<file path="config.mk">
export PLATFORM = sky130hd
export DESIGN_NAME = asr_ctrl
export DESIGN_NICKNAME = d
export VERILOG_FILES = /design/src/asr_pkg.sv /design/src/asr_sync.sv /design/src/asr_ctrl.sv
export SDC_FILE = /design/constraint.sdc
export NUM_CORES = 1
export LEC_CHECK = 0
export BUFFER_PORTS_ARGS = -buffer_cell sky130_fd_sc_hd__buf_2
export CAP_MARGIN = 30
export CORE_ASPECT_RATIO = 1.4
export CORE_MARGIN = 5
export CORE_UTILIZATION = 55
export DETAILED_ROUTE_END_ITERATION = 10
export PLACE_DENSITY = 0.95
export SYNTH_ARGS = -nofsm -noshare
export SYNTH_HDL_FRONTEND = slang
export SYNTH_HIERARCHICAL = 1
export SYNTH_SLANG_ARGS = --single-unit
</file>
<file path="constraint.sdc">
create_clock -name i_clk -period 4.32 [get_ports i_clk]
set_input_delay 0.432 -clock i_clk [delete_from_list [all_inputs] [get_ports i_clk]]
set_output_delay 0.432 -clock i_clk [all_outputs]
set_load 0.01 [all_outputs]
</file>
<file path="src/asr_pkg.sv">
// Package for the asynchronous byte-wide SRAM controller
package asr_pkg;
    // ****************************************
    // Geometry
    // ****************************************
    localparam int ASR_ADDR_W = 20;
    localparam int ASR_DATA_W = 8;
    localparam int CLK_PERIOD_NS = 10;

    // ****************************************
    // Speed grades
    // ****************************************
    typedef enum logic [1:0] {
        ASR_GRADE_45,
        ASR_GRADE_55,
        ASR_GRADE_70
    } asr_grade_e;

    // Timing per grade, ns as printed
    localparam int T_RC_45  = 45;
    localparam int T_RC_55  = 55;
    localparam int T_RC_70  = 70;
    localparam int T_DOE_F  = 25;
    localparam int T_DOE_S  = 35;
    localparam int T_HZOE_45 = 15;
    localparam int T_HZOE_55 = 20;
    localparam int T_HZOE_70 = 25;
    localparam int T_AW_F   = 40;
    localparam int T_AW_S   = 60;
    localparam int T_PWE_45 = 35;
    localparam int T_PWE_55 = 40;
    localparam int T_PWE_70 = 45;
    localparam int T_SD_F   = 25;
    localparam int T_SD_S   = 30;
    localparam int T_HD     = 0;
    localparam int T_SA     = 0;

    // Least time in cycles, rounded up, at least one
    function automatic int ns_to_cyc(input int ns);
        int c;
        c = (ns + CLK_PERIOD_NS - 1) / CLK_PERIOD_NS;
        return (c < 1) ? 1 : c;
    endfunction : ns_to_cyc

    // ****************************************
    // Carriers
    // ****************************************
    typedef struct packed {
        logic                  write;
        logic [ASR_ADDR_W-1:0] addr;
        logic [ASR_DATA_W-1:0] wdata;
    } asr_req_s;

    typedef struct packed {
        logic                  ce1_n;
        logic                  ce2;
        logic                  we_n;
        logic                  oe_n;
        logic                  byte_n;
        logic [ASR_ADDR_W-1:0] addr;
    } asr_pins_s;
endpackage : asr_pkg

</file>
<file path="src/asr_sync.sv">
// Two-flop synchroniser for the data bus input pins
`timescale 1ns/1ps
`default_nettype none
module asr_sync
    import asr_pkg::*;
(
    input  wire logic                  i_clk,
    input  wire logic                  i_rst_n,
    input  wire logic [ASR_DATA_W-1:0] i_d,
    output logic      [ASR_DATA_W-1:0] o_q
);
    logic [ASR_DATA_W-1:0] meta_reg;
    logic [ASR_DATA_W-1:0] q_reg;

    always_ff @(posedge i_clk or negedge i_rst_n) begin
        if (!i_rst_n) begin
            meta_reg <= '0;
            q_reg    <= '0;
        end else begin
            meta_reg <= i_d;
            q_reg    <= meta_reg;
        end
    end

    assign o_q = q_reg;
endmodule : asr_sync
`default_nettype wire

</file>
<file path="src/asr_ctrl.sv">
// Host-side controller driving an asynchronous byte-wide SRAM
//
// Overview of operation
// - Write: ce1 low, we low, ce2 high
// - Address stable 40/60 ns before write end
// - Address may change right after write
// - Address valid at write window start
// - Data set up 25/30 ns before end
// - Time data against the closing edge
// - Never drive data while device drives
// - Width strap tied low for bytes
// - Address valid before chip select asserts
`timescale 1ns/1ps
`default_nettype none
module asr_ctrl
    import asr_pkg::*;
#(
    parameter asr_grade_e GRADE = ASR_GRADE_45
)(
    input  wire logic                  i_clk,
    input  wire logic                  i_rst_n,
    input  wire logic                  i_req_valid,
    input  wire asr_req_s              i_req,
    output logic                       o_req_ready,
    output logic                       o_rd_valid,
    output logic      [ASR_DATA_W-1:0] o_rd_data,
    output asr_pins_s                  o_pins,
    input  wire logic [ASR_DATA_W-1:0] i_dq,
    output logic      [ASR_DATA_W-1:0] o_dq,
    output logic                       o_dq_oe
);
    // ****************************************
    // Grade-derived cycle counts
    // ****************************************
    localparam bit SLOW = (GRADE == ASR_GRADE_70);
    localparam int T_RC = (GRADE == ASR_GRADE_45) ? T_RC_45 :
                          (GRADE == ASR_GRADE_55) ? T_RC_55 : T_RC_70;
    localparam int T_HZ = (GRADE == ASR_GRADE_45) ? T_HZOE_45 :
                          (GRADE == ASR_GRADE_55) ? T_HZOE_55 : T_HZOE_70;
    localparam int T_PWE = (GRADE == ASR_GRADE_45) ? T_PWE_45 :
                           (GRADE == ASR_GRADE_55) ? T_PWE_55 : T_PWE_70;
    localparam int T_AW_G = SLOW ? T_AW_F + (T_AW_S - T_AW_F) : T_AW_F;
    localparam int T_SD_G = SLOW ? T_SD_S : T_SD_F;
    localparam int T_DOE_G = SLOW ? T_DOE_S : T_DOE_F;
    // Read: access time plus two synchroniser cycles
    localparam int RD_CYC = ns_to_cyc(T_RC) + 2;
    localparam int WIN_A  = ns_to_cyc(T_AW_G);
    localparam int WIN_B  = ns_to_cyc(T_PWE);
    localparam int WIN_C  = ns_to_cyc(T_SD_G);
    localparam int WR_CYC = (WIN_A > WIN_B) ? ((WIN_A > WIN_C) ? WIN_A : WIN_C)
                                            : ((WIN_B > WIN_C) ? WIN_B : WIN_C);
    localparam int TURN_CYC = ns_to_cyc(T_HZ);
    localparam int HOLD_CYC = ns_to_cyc(T_HD);
    localparam logic [7:0] RD_N   = 8'(RD_CYC);
    localparam logic [7:0] WR_N   = 8'(WR_CYC);
    localparam logic [7:0] TURN_N = 8'(TURN_CYC);
    localparam logic [7:0] HOLD_N = 8'(HOLD_CYC);
    localparam logic [7:0] SA_N   = 8'(ns_to_cyc(T_SA));

    // ****************************************
    // Sequencer
    // ****************************************
    typedef enum logic [2:0] {
        ST_IDLE,
        ST_RD_SETUP,
        ST_RD_WAIT,
        ST_TURN,
        ST_WR_SETUP,
        ST_WR_PULSE,
        ST_WR_HOLD
    } asr_state_e;

    asr_state_e            state_reg;
    logic [7:0]            cnt_reg;
    logic [ASR_ADDR_W-1:0] addr_reg;
    logic [ASR_DATA_W-1:0] wdata_reg;
    logic [ASR_DATA_W-1:0] dq_sync;
    logic                  sel_reg;
    logic                  we_reg;
    logic                  oe_reg;
    logic                  drive_reg;
    logic                  rd_valid_reg;
    logic [ASR_DATA_W-1:0] rd_data_reg;

    asr_sync u_sync (
        .i_clk   (i_clk),
        .i_rst_n (i_rst_n),
        .i_d     (i_dq),
        .o_q     (dq_sync)
    );

    assign o_req_ready = (state_reg == ST_IDLE);

    always_ff @(posedge i_clk or negedge i_rst_n) begin
        if (!i_rst_n) begin
            state_reg <= ST_IDLE;
            cnt_reg   <= 8'h00;
        end else begin
            unique case (state_reg)
                ST_IDLE: begin
                    cnt_reg <= 8'h00;
                    if (i_req_valid) begin
                        // Address goes out one cycle before select
                        state_reg <= i_req.write ? ST_WR_SETUP : ST_RD_SETUP;
                    end
                end
                ST_RD_SETUP: begin
                    state_reg <= ST_RD_WAIT;
                    cnt_reg   <= 8'h01;
                end
                ST_RD_WAIT: begin
                    if (cnt_reg >= RD_N) begin
                        state_reg <= ST_TURN;
                        cnt_reg   <= 8'h01;
                    end else begin
                        cnt_reg <= cnt_reg + 8'h01;
                    end
                end
                ST_TURN: begin
                    // Device outputs need time to float
                    if (cnt_reg >= TURN_N) begin
                        state_reg <= ST_IDLE;
                    end else begin
                        cnt_reg <= cnt_reg + 8'h01;
                    end
                end
                ST_WR_SETUP: begin
                    if (cnt_reg + 8'h01 >= SA_N) begin
                        state_reg <= ST_WR_PULSE;
                        cnt_reg   <= 8'h01;
                    end else begin
                        cnt_reg <= cnt_reg + 8'h01;
                    end
                end
                ST_WR_PULSE: begin
                    if (cnt_reg >= WR_N) begin
                        state_reg <= ST_WR_HOLD;
                        cnt_reg   <= 8'h01;
                    end else begin
                        cnt_reg <= cnt_reg + 8'h01;
                    end
                end
                ST_WR_HOLD: begin
                    if (cnt_reg >= HOLD_N) begin
                        state_reg <= ST_IDLE;
                    end else begin
                        cnt_reg <= cnt_reg + 8'h01;
                    end
                end
                default: begin
                    state_reg <= ST_IDLE;
                end
            endcase
        end
    end

    // ****************************************
    // Address and write data latch
    // ****************************************
    always_ff @(posedge i_clk or negedge i_rst_n) begin
        if (!i_rst_n) begin
            addr_reg  <= '0;
            wdata_reg <= '0;
        end else if (state_reg == ST_IDLE && i_req_valid) begin
            addr_reg  <= i_req.addr;
            wdata_reg <= i_req.wdata;
        end
    end

    // ****************************************
    // Pin controls, all from flops but the tied byte_n strap
    // ****************************************
    always_ff @(posedge i_clk or negedge i_rst_n) begin
        if (!i_rst_n) begin
            sel_reg   <= 1'b0;
            we_reg    <= 1'b0;
            oe_reg    <= 1'b0;
            drive_reg <= 1'b0;
        end else begin
            // Select asserted with we/oe; we alone closes the write window
            sel_reg   <= (state_reg == ST_RD_SETUP) || (state_reg == ST_RD_WAIT && cnt_reg < RD_N)
                      || (state_reg == ST_WR_SETUP) || (state_reg == ST_WR_PULSE)
                      || (state_reg == ST_WR_HOLD && cnt_reg < HOLD_N);
            we_reg    <= (state_reg == ST_WR_SETUP)
                      || (state_reg == ST_WR_PULSE && cnt_reg < WR_N);
            oe_reg    <= (state_reg == ST_RD_SETUP)
                      || (state_reg == ST_RD_WAIT && cnt_reg < RD_N);
            // Drive only in write states, never while oe is low
            drive_reg <= (state_reg == ST_WR_SETUP) || (state_reg == ST_WR_PULSE)
                      || (state_reg == ST_WR_HOLD && cnt_reg < HOLD_N);
        end
    end

    always_comb begin
        o_pins.ce1_n  = ~sel_reg;
        o_pins.ce2    = sel_reg;
        o_pins.we_n   = ~we_reg;
        o_pins.oe_n   = ~oe_reg;
        o_pins.byte_n = 1'b0;
        o_pins.addr   = addr_reg;
    end
    assign o_dq    = wdata_reg;
    assign o_dq_oe = drive_reg;

    // ****************************************
    // Read capture
    // ****************************************
    always_ff @(posedge i_clk or negedge i_rst_n) begin
        if (!i_rst_n) begin
            rd_valid_reg <= 1'b0;
            rd_data_reg  <= '0;
        end else begin
            rd_valid_reg <= (state_reg == ST_RD_WAIT && cnt_reg == RD_N);
            if (state_reg == ST_RD_WAIT && cnt_reg == RD_N) begin
                rd_data_reg <= dq_sync;
            end
        end
    end
    assign o_rd_valid = rd_valid_reg;
    assign o_rd_data  = rd_data_reg;

    // ****************************************
    // Checks
    // ****************************************
    a_no_contention: assert property (@(posedge i_clk) disable iff (!i_rst_n)
        !(o_dq_oe && !o_pins.oe_n)) else $error("data driven while oe low");
    a_byte_strap: assert property (@(posedge i_clk) disable iff (!i_rst_n)
        !o_pins.byte_n) else $error("width strap not low");
    a_we_needs_sel: assert property (@(posedge i_clk) disable iff (!i_rst_n)
        !o_pins.we_n |-> (!o_pins.ce1_n && o_pins.ce2 && o_dq_oe))
        else $error("we low without select or data");
    a_addr_write_stable: assert property (@(posedge i_clk) disable iff (!i_rst_n)
        (!o_pins.we_n && !$past(o_pins.we_n)) |-> $stable(o_pins.addr))
        else $error("address moved during write");
    a_addr_before_sel: assert property (@(posedge i_clk) disable iff (!i_rst_n)
        $fell(o_pins.ce1_n) |-> $stable(o_pins.addr)) else $error("address changed at select");
    a_write_width: assert property (@(posedge i_clk) disable iff (!i_rst_n)
        $fell(o_pins.we_n) |-> !o_pins.we_n [*3]) else $error("write pulse too short");
    a_data_stable: assert property (@(posedge i_clk) disable iff (!i_rst_n)
        (!o_pins.we_n) |-> $stable(o_dq)) else $error("write data moved");
    a_read_return: assert property (@(posedge i_clk) disable iff (!i_rst_n)
        (o_req_ready && i_req_valid && !i_req.write) |-> ##[2:12] o_rd_valid)
        else $error("read data late");
    a_oe_we_excl: assert property (@(posedge i_clk) disable iff (!i_rst_n)
        !(!o_pins.oe_n && !o_pins.we_n)) else $error("oe and we both low");
endmodule : asr_ctrl
`default_nettype wire

</file>
After elaboration in Yosys (flattened, before gate mapping)
Index checks and enable logic that the tools add are counted.
Widths: inputs -> output; s select.
- flip-flop bits (word level): 68
- bits of input ports: 40
- output and inout port bits: 44
- add/sub/neg operators: 1
- magnitude comparators: 8
- equal/unequal tests: 15
- multiplexer cells: 14
- bitwise operators: 3
- reduce and logical (&&, ||, !) cells: 16
- operator list (operator ; count):
    $pmux 8 s7 ; 1
    $mux 8 ; 5
    $mux 3 ; 7
    $pmux 3 s7 ; 1
    $ge 8x1->1 const B ; 2
    $ge 8x3->1 const B ; 2
    $lt 8x3->1 const B ; 2
    $ne 2x2->1 const B ; 8
    $eq 3x3->1 const B ; 3
    $add 8x1->8 const B ; 1
    $eq 8x3->1 const B ; 1
    $ge 8x2->1 const B ; 1
    $lt 8x1->1 const B ; 1
    $logic_or 1x1->1 ; 7
    $reduce_bool 7->1 ; 1
    $eq 3x2->1 const B ; 2
    $reduce_and 6->1 ; 1
    $logic_and 1x1->1 ; 5
    $eq 3x1->1 const B ; 1
    $logic_not 3->1 ; 1
    $not 1->1 ; 3
    $reduce_and 3->1 ; 1

Logic depth before layout (Yosys ltp)
Gate-level depths: netlist of run 1.
- depth after elaboration: 6
- mapped depth: 7

Modules after synthesis
The synthesis of run 1 kept the hierarchy.
- modules (own cells, without submodules) (module ; instances ; cells an instance ; area each (µm²) ; seq. area each (µm²)):
    asr_ctrl ; 1 ; 200 ; 2499.9 ; 1301.2
    asr_sync ; 1 ; 16 ; 400.4 ; 400.4

Least setup slack after synthesis of run 1
OpenSTA, ideal clock, no wires.
- kind: register to register
- start point: register cnt_reg[4]
- end point: register state_reg[1]
- library setup time: 0.094 ns
- arrival time: 1.958 ns
- setup slack: 2.268 ns
- cell stages (with the launch flop): 6
- clock period less this slack: 2.052 ns
- cells stage by stage: dfrtp_1 > or4_4 > or3_4 > or3_1 > a22o_1 > a221oi_2
- cells in the longest elaborated chain, start to end: 4
- elaborated cells on any way between the ends: 12
- ends and longest elaborated chain (element ; RTL line ; source):
    from (decl) ; asr_ctrl.sv:74 ; logic [7:0] cnt_reg;
    from (signal assigned) ; asr_ctrl.sv:116 ; cnt_reg <= cnt_reg + 8'h01;
    from (signal assigned) ; asr_ctrl.sv:124 ; cnt_reg <= cnt_reg + 8'h01;
    from (signal assigned) ; asr_ctrl.sv:132 ; cnt_reg <= cnt_reg + 8'h01;
    $add 8x1->8 ; asr_ctrl.sv:128 ; if (cnt_reg + 8'h01 >= SA_N) begin
    $ge 8x1->1 ; asr_ctrl.sv:128 ;
    $ne 2x2->1 (no source line) ; n/a ;
    $reduce_and 6->1 (no source line) * ; n/a ;
    to (signal assigned) ; asr_ctrl.sv:104 ; state_reg <= i_req.write ? ST_WR_SETUP : ST_RD_SETUP;
    to (decl) ; asr_ctrl.sv:73 ; asr_state_e state_reg;
Mark *: on every way between the ends. The rest lies on a longest branch, timed or not.
A chain may end at the register's enable or synchronous reset.

Worst setup path after layout of run 1
- start point: register cnt_reg[2]
- end point: register cnt_reg[3]
- cells in the longest elaborated chain, start to end: 4
- elaborated cells on any way between the ends: 15
- ends and longest elaborated chain (element ; RTL line ; source):
    $add 8x1->8 ; n/a ;
    $ge 8x1->1 ; asr_ctrl.sv:128 ;
    $mux 8 ; asr_ctrl.sv:128 ;
    $pmux 8 s7 ; asr_ctrl.sv:99 ; unique case (state_reg)
Parallel ways exist; a longest one is shown, timed or not. The select of a mux whose other input is x is not followed.

==> results of run 1 <==
worst paths after layout:
| check | start | to | slack [ns] |
|---|---|---|---|
| max | cnt_reg[2] | cnt_reg[3] | 1.91 |
| min | i_dq[0] | u_sync/meta_reg[0] | 0.20 |
| max reg2reg | cnt_reg[2] | cnt_reg[3] | 1.91 |
| min reg2reg | u_sync/meta_reg[6] | u_sync/o_q[6] | 0.34 |
| max in group asynchronous | i_rst_n | o_dq[4] | 3.02 |
| min in group asynchronous | i_rst_n | u_sync/meta_reg[7] | 0.49 |
cell type report:
class	count	area (um2)	share of cell area (%)
Multi-Input combinational cell	125	1030	29.1
Sequential cell	68	1700	48.3
Timing Repair Buffer	86	475	13.5
Tap cell	66	82.6	2.34
Clock inverter	4	47.5	1.35
Inverter	10	37.5	1.06
Clock buffer	12	155	4.40
stage by stage:
step | util (%) | cell area, um2 | setup slack [ns]
CTS | 68.3 | 3530 | 1.95
global route | 68.3 | 3530 | 1.72
finish | 68.3 | 3530 | 1.91
detailed placement | 64.2 | 3310 | 1.95
global placement | 63.3 | 3270 | 1.85
floorplan | - | 2900 | 2.27
per-layer routing:
metal,up-vias,share of wire (%)
met5,-,0
met4,0,2.4
met3,16,5.8
met2,69,55
met1,966,37
li1,928,-
power groups by stage:
stage	sequential (uW)	combinational [uW]	clock, uW
after floorplan	1020	596	0
after global placement	1000	815	0
after detailed placement	1020	867	0
after CTS	1010	878	529
after global routing	1040	958	559
final	1010	870	515
timing repair:
action	CTS	global route
hold buffers	1	0
gates resized for setup	0	0
endpoints found under the hold margin	9	0
cell families after synthesis:
logic type	count (synthesis)	synth area share (%)
compound gates	35	9.10
buf+inv	23	5.95
simple gates	45	9.06
mux	37	14.3
other cells	1	0.129
flops	68	58.7
xor+xnor	2	0.604
fa+ha+maj	5	2.16
cell usage after synthesis, drive strengths merged, types with 3 or more instances:
cell type  count
dfrtp         68
mux2          36
inv           10
buf            7
nor3           7
clkbuf         6
nand3          6
nor2           6
a21oi          5
and2           5
ha             5
nand2          5
o21ai          5
a211oi         4
a21boi         3
o311ai         3
worst register-to-register path, stage by stage, from the launching register on:
cell      delay [ns]
dfrtp_1         0.63
nand3_1         0.20
or4b_2          0.68
a211oi_2        0.28
o311ai_0        0.25
o31ai_1         0.28
==> results.json, run 1 <==
{
  "status": "completed",
  "top_usage_layer": "met2",
  "yosysTopAreaCellShare_pct": 58.7,
  "clk_pin_slew_ns": 0.07,
  "fin_crit_ns": 2.41,
  "fillers": 359,
  "instances_no_fill": 371,
  "num_antenna_cells": 0,
  "pwr-share-seq_pct": 42.2,
  "grt_setup_unrepaired": "no",
  "drt-pass1-iter-count": 4,
  "antenna_found_initial": 0,
  "crit_fanout": 16,
  "ys_seq_area_share_pct": 58.7,
  "die_w_um": 71.4,
  "finalWirelength_um": 5930,
  "cp-start-kind": "register",
  "synthFlopType": "dfrtp_1",
  "max_freq_mhz": 415,
  "crit_chain": "nand3_1 > or4b_2 > a211oi_2 > o311ai_0 > o31ai_1",
  "worst_pin_slew_ns": 0.652,
  "die_area_um2": 6850,
  "largest_reg_flops": 20,
  "max_cap_viol_count": 0,
  "skew_ns": 0.00916,
  "p_switching_uw": 826,
  "ys_seq_elements": 68,
  "initial_core_util_pct": 56.2,
  "cpMaxStageDelayCell": "or4b_2",
  "async_flop_share_pct": 100,
  "p_leak_uw": 0.00175,
  "rows": 31,
  "layout_common_cells": "buf_2, dfrtp_1, mux2_2",
  "crit_type": "register to register",
  "crit_family": "simple AND/OR/NAND/NOR gates",
  "ys_top_cells_by_area": "dfrtp_1, mux2_2, clkbuf_8",
  "worst_r2r_path_depth": 5,
  "critPathBufInv": 0,
  "cp-end-kind": "register",
  "ios": 84,
  "power_uw": 2400,
  "final_common_cell": "buf_2",
  "synth_area_um2": 2900,
  "chipHeight_um": 95.9,
  "synthDistinctLibCells": 49,
  "place_inst": 354,
  "p_int_uw": 1570,
  "arrival_ns": 2.64,
  "maxSlewViolCount": 0,
  "power.share.clock_pct": 21.5,
  "numCtsBuffers": 9,
  "grt_pass1_wl_um": 9720,
  "syn_to_final_growth_pct": 21.6,
  "max_stage_delay_ns": 0.68,
  "syn-instance-count": 216,
  "vias_per_cell": 5.33,
  "grt_pass1_vias": 2014,
  "track_usage_pct": 18.5,
  "hpwl_um": 4330,
  "clkLatencyLatePin_ns": 0.33,
  "setup_viol": 0,
  "finalSetupTns_ns": 0,
  "met1_usage_pct": 21.8,
  "power_frac_comb_pct": 36.3,
  "hold_path_depth": 1,
  "met2_usage_pct": 31.4,
  "drtIter0Drc": 179,
  "power_density_nw_per_um2": 680,
  "place.port_buffers": 82,
  "remaining_drc_errors": 0,
  "grtUsageMet3_pct": 4.49,
  "clock-root-buffer": "clkbuf_8",
  "cp_num_cells": 5,
  "finalCritPeriodShare_pct": 55.8,
  "htreeDepth": 3,
  "antenna_left": 0,
  "hold_path.class": "input port to register",
  "routed-via-count": 1979,
  "ir_worst_vdd_mv": 0.336,
  "syn_nets": 261,
  "crit_required_ns": 4.55,
  "nNetsFinal": 345,
  "holdWs_ns": 0.202,
  "syn_area_per_cell_um2": 13.4,
  "grt_start_max_net_pins": 40,
  "synth_top_area_cell": "dfrtp_1",
  "postCtsSetupBuffers": 0,
  "synth_edf_count": 0,
  "routabilityCongestion": 0.859,
  "final_hold_viol_count": 0,
  "cts.path.max_buffers": 2,
  "cts_tree": "yes",
  "avgRoutedWirePerCell_um": 16.0,
  "overflow": 0,
  "cts_sinks": 68,
  "slew_headroom_pct": 56.0,
  "core_area_um2": 5160,
  "switching_share_pct": 34.5,
  "yosysWarnings": 6,
  "drive_above_1_share_pct": 47.2
}
Note: power is estimated with default switching activity, not from simulation.
==> inputs of run 2 (changes only) <==
--- a/config.mk
+++ b/config.mk
@@ -9,9 +9,9 @@
 export CAP_MARGIN = 30
 export CORE_ASPECT_RATIO = 1.4
 export CORE_MARGIN = 5
-export CORE_UTILIZATION = 55
+export CORE_UTILIZATION = 51
 export DETAILED_ROUTE_END_ITERATION = 10
-export PLACE_DENSITY = 0.95
+export PLACE_DENSITY = 0.91
 export SYNTH_ARGS = -nofsm -noshare
 export SYNTH_HDL_FRONTEND = slang
 export SYNTH_HIERARCHICAL = 1
==> constraint.sdc (replaced) <==
create_clock -name i_clk -period 2.5 [get_ports i_clk]
set_input_delay 0.25 -clock i_clk [delete_from_list [all_inputs] [get_ports i_clk]]
set_output_delay 0.25 -clock i_clk [all_outputs]
set_load 0.01 [all_outputs]
==> run 2 against run 1 <==
Compared with the run above: the flow now finishes with violations (hold timing); clock-buffer cell count decreased by 3; clock skew about the same; sequential cell count unchanged; combinational power is 83% higher; routed wire length increased by 3.9%; final area is 0.67% higher; first-iteration DRC count shrank 46%; final cell count grew 1.6%; critical path type unchanged; highest routed layer unchanged.
==> results.json, run 2 (synthesized netlist as in run 1, its figures left out) <==
{
  "p_int_uw": 2700,
  "clk_pin_slew_ns": 0.07,
  "skew_ns": 0.00870,
  "antenna_found_initial": 0,
  "ios": 84,
  "p_switching_uw": 1490,
  "r2r_setup_slack_ns": 0.32,
  "remaining_drc_errors": 0,
  "cpMaxStageDelayCell": "or4_4",
  "clock-root-buffer": "clkbuf_8",
  "worst_pin_slew_ns": 0.774,
  "grt_start_max_net_pins": 36,
  "cp-start-kind": "register",
  "place.port_buffers": 82,
  "max_freq_mhz": 458,
  "violations": "hold timing",
  "post_cts_resized": 0,
  "arrival_ns": 2.42,
  "drive_above_1_share_pct": 47.9,
  "drtIter0Drc": 97,
  "grt_pass1_wl_um": 10000,
  "largest_reg_flops": 20,
  "timing.final.ws_setup_ns": 0.315,
  "max_stage_delay_ns": 0.59,
  "post-place-ws_ns": 0.346,
  "antenna_left": 0,
  "numCtsBuffers": 9,
  "startpoint": "cnt_reg[4]",
  "crit_chain": "or4_4 > or3_4 > or3_1 > a22o_1 > a221oi_2",
  "crit-reg2reg-launch": "cnt_reg[4]",
  "final_common_cell": "buf_2",
  "power_frac_comb_pct": 37.9,
  "switching_share_pct": 35.5,
  "overflow": 0,
  "maxSlewViolCount": 0,
  "drt-pass1-iter-count": 4,
  "die_area_um2": 7320,
  "cts_sinks": 68,
  "cp-end-kind": "register",
  "routabilityCongestion": 0.855,
  "setup_viol": 0,
  "power_density_nw_per_um2": 1180,
  "crit_type": "register to register",
  "holdWs_ns": -0.0144,
  "status": "finished, violations left",
  "routed-via-count": 2023,
  "fin_crit_ns": 2.18,
  "initial_core_util_pct": 52.5,
  "layout_common_cells": "buf_2, dfrtp_1, mux2_2",
  "ir_worst_vdd_mv": 0.908,
  "finalWirelength_um": 6160,
  "htreeDepth": 3,
  "nNetsFinal": 349,
  "cts.path.max_buffers": 2,
  "syn_to_final_growth_pct": 22.4,
  "grt_pass1_vias": 2103,
  "grt_setup_unrepaired": "no",
  "hpwl_um": 4560,
  "hold_path.class": "input port to async pin",
  "track_usage_pct": 18.1,
  "max_cap_viol_count": 0,
  "rows": 32,
  "num_antenna_cells": 0,
  "die_w_um": 73.7,
  "crit_family": "simple AND/OR/NAND/NOR gates",
  "p_leak_uw": 0.00177,
  "vias_per_cell": 5.37,
  "pwr-share-seq_pct": 41.0,
  "power.share.clock_pct": 21.1,
  "postCtsSetupBuffers": 0,
  "avgRoutedWirePerCell_um": 16.3,
  "slew_headroom_pct": 48.4,
  "worst_r2r_path_depth": 5,
  "r2r_end": "state_reg[1]",
  "critPathBufInv": 0,
  "core_area_um2": 5530,
  "crit_fanout": 5,
  "crit_required_ns": 2.74,
  "chipHeight_um": 99.2,
  "finalCritPeriodShare_pct": 87.4,
  "final_hold_viol_count": 9,
  "finalSetupTns_ns": 0,
  "clkLatencyLatePin_ns": 0.33,
  "cts_tree": "yes"
}
run 2: cell types whose count changed in the layout (fill, tap and decap cells not counted), sizes merged:
cell	previous run	this run
buf	85	88
clkbuf	12	9
clkinv	2	4
clkinvlp	1	0
dlygate4sd3	1	2
inv	10	12
run 2: power groups by stage:
stage / Clock (uW) / Combinational (uW) / Sequential (uW)
3_5_place_dp: 0 / 1590 / 1740
6_report: 885 / 1590 / 1710
2_1_floorplan: 0 / 1030 / 1760
5_1_grt: 966 / 1730 / 1770
3_3_place_gp: 0 / 1530 / 1700
4_1_cts: 907 / 1590 / 1710
run 2: final cells by class:
class                      count  area [um2]
clock buffer                   9         124
clock inverter                 7        75.1
fill                         409        1980
inverter                      10        37.5
multi-input combinational    125        1030
sequential                    68        1700
tap                           68        85.1
timing repair buffer          90         500
run 2: repair_timing:
item	CTS	global route
endpoints found under the hold margin	0	2
hold buffers	0	2
setup endpoints to repair	0	0
run 2: how the worst max path moves through the flow:
stage,slack [ns],to,cells after the start
CTS,0.32,state_reg[1],5
global route,0.13,cnt_reg[3],5
floorplan,0.45,state_reg[1],5
detailed placement,0.35,cnt_reg[3],5
finish,0.32,state_reg[1],5
global placement,0.40,state_reg[1],5
run 2: per-layer routing:
layer  global-route usage (%)  vias to the layer above  share of wire, %
li1                         -                      945                 -
met1                     21.1                      979                37
met2                     30.3                       91                55
met3                     3.64                        8               5.7
met4                     10.2                        0               2.1
met5                        0                        -                 0
run 2: per-stage QoR:
| step | instances | total power, uW | instance area [um2] | utilization (%) |
|---|---|---|---|---|
| global route | 377 | 4470 | 3550 | 64.2 |
| CTS | 375 | 4210 | 3530 | 63.9 |
| floorplan | 216 | 2790 | 2900 | - |
| global placement | 359 | 3230 | 3330 | 60.3 |
| detailed placement | 359 | 3320 | 3330 | 60.3 |
| finish | 377 | 4180 | 3550 | 64.2 |
==> inputs of run 3 (changes only) <==
--- a/config.mk
+++ b/config.mk
@@ -11,7 +11,7 @@
 export CORE_MARGIN = 5
 export CORE_UTILIZATION = 51
 export DETAILED_ROUTE_END_ITERATION = 10
-export PLACE_DENSITY = 0.91
+export PLACE_DENSITY = 0.8
 export SYNTH_ARGS = -nofsm -noshare
 export SYNTH_HDL_FRONTEND = slang
 export SYNTH_HIERARCHICAL = 1
==> run 3 against run 2 <==
Compared with the run above: the flow now finishes without violations; via count down 0.25%; final cell count up 0.80%; final area up 0.78%; critical path depth unchanged; first-iteration DRC count up 8.2%; worst setup slack worse by 0.021 ns; clock power down 2%; register-to-register slack worse by 0.02 ns; highest routed layer unchanged.
==> results.json, run 3 (synthesized netlist as in run 1, its figures left out) <==
{
  "seqCellArea_um2": 1700,
  "syn_to_final_growth_pct": 23.3,
  "nNetsFinal": 353,
  "ir_worst_vdd_mv": 0.430,
  "fin_crit_ns": 2.21,
  "avgRoutedWirePerCell_um": 15.3,
  "hold_path.class": "input port to register",
  "arrival_ns": 2.45,
  "clk_pin_slew_ns": 0.07,
  "clkLatencyLatePin_ns": 0.33,
  "crit_fanout": 10,
  "htreeDepth": 3,
  "drive_above_1_share_pct": 47.4,
  "power_uw": 4160,
  "postCtsSetupBuffers": 0,
  "grt_pass1_wl_um": 9430,
  "overflow": 0,
  "core_area_um2": 5530,
  "fillers": 442,
  "hpwl_um": 4370,
  "cts.path.max_buffers": 2,
  "status": "completed",
  "antenna_left": 0,
  "vias_per_cell": 5.31,
  "grt_pass1_vias": 2106,
  "cts_tree": "yes",
  "crit_type": "register to register",
  "chipHeight_um": 99.2,
  "grt_setup_unrepaired": "no",
  "remaining_drc_errors": 0,
  "final_common_cell": "buf_2",
  "worst_pin_slew_ns": 0.647,
  "antenna_found_initial": 0,
  "skew_ns": 0.00516,
  "post_cts_resized": 0,
  "power_density_nw_per_um2": 1160,
  "p_leak_uw": 0.00177,
  "cts_sinks": 68,
  "die_w_um": 73.7,
  "drtIter0Drc": 105,
  "routed-via-count": 2018,
  "crit_required_ns": 2.74,
  "initial_core_util_pct": 52.5,
  "rows": 32,
  "track_usage_pct": 17.0,
  "slew_headroom_pct": 56.3,
  "place.port_buffers": 82,
  "setup_viol": 0,
  "ios": 84,
  "cp-start-kind": "register",
  "num_antenna_cells": 0,
  "grt_start_max_net_pins": 47,
  "finalSetupTns_ns": 0,
  "numCtsBuffers": 9,
  "die_area_um2": 7320,
  "routabilityCongestion": 0.896,
  "final_hold_viol_count": 0,
  "max_cap_viol_count": 0,
  "multi_input_area_um2": 1030,
  "maxSlewViolCount": 0,
  "holdBufCountCts": 1,
  "finalCritPeriodShare_pct": 88.2,
  "largest_reg_flops": 20,
  "finalWirelength_um": 5800,
  "max_freq_mhz": 453,
  "drt-pass1-iter-count": 4,
  "layout_common_cells": "buf_2, dfrtp_1, mux2_2",
  "clock-root-buffer": "clkbuf_8",
  "cp-end-kind": "register"
}
==> run 3: cell types whose count changed in the layout (fill, tap and decap cells not counted), sizes merged <==
cell,delta
clkinv,-3
buf,+2
clkbuf,+2
clkinvlp,+2
dlygate4sd3,+2
inv,-2
==> run 3: worst max-delay path, stage by stage, from the launching register on <==
cell	delay, ns
dfrtp_1	0.51
nand3_1	0.17
or4b_2	0.67
a211oi_2	0.27
o311ai_0	0.24
o31ai_1	0.25
==> run 3: routing by layer <==
metal	GRT usage [%]	routed length (um)	share of wire, %	vias up
met4	10.6	180	3.1	0
li1	-	-	-	948
met3	4.04	372	6.4	16
met2	29.5	3190	55	70
met1	18.0	2050	35	984
met5	0	0	0	-
==> run 3: path summary, 6_finish.rpt <==
kind                               startpoint                  to  slack [ns]  cells after the start
max                                cnt_reg[1]          cnt_reg[3]        0.29                      5
min                                   i_dq[5]  u_sync/meta_reg[5]        0.02                      1
max reg2reg                        cnt_reg[1]          cnt_reg[3]        0.29                      5
min reg2reg                u_sync/meta_reg[5]       u_sync/o_q[5]        0.35                      0
max in group asynchronous             i_rst_n             o_dq[7]        1.44                      3
min in group asynchronous             i_rst_n          cnt_reg[7]        0.44                      2
==> run 3: area by class of cell <==
class,instances,area share (%)
timing repair buffer,94,15.0
inverter,10,1.05
clock buffer,11,3.95
multi-input combinational,125,28.7
clock inverter,4,1.40
sequential,68,47.6
tap,68,2.38
==> run 3: power breakdown <==
group	leakage [uW]	internal [uW]	switching [uW]	total (uW)
Combinational	0.000840	810	832	1640
Clock	0.0000914	481	386	866
Sequential	0.000840	1440	205	1650
==> run 3: stage by stage <==
| step | std cells | util, % | cell area, um2 | hold WS (ns) | setup slack, ns |
|---|---|---|---|---|---|
| floorplan | 216 | - | 2900 | -0.0456 | 0.448 |
| global placement | 361 | 60.6 | 3350 | 0.259 | 0.393 |
| detailed placement | 361 | 60.6 | 3350 | 0.270 | 0.320 |
| CTS | 377 | 64.2 | 3550 | 0.00137 | 0.286 |
| global route | 380 | 64.7 | 3580 | 0.000507 | 0.109 |
| finish | 380 | 64.7 | 3580 | 0.0193 | 0.294 |
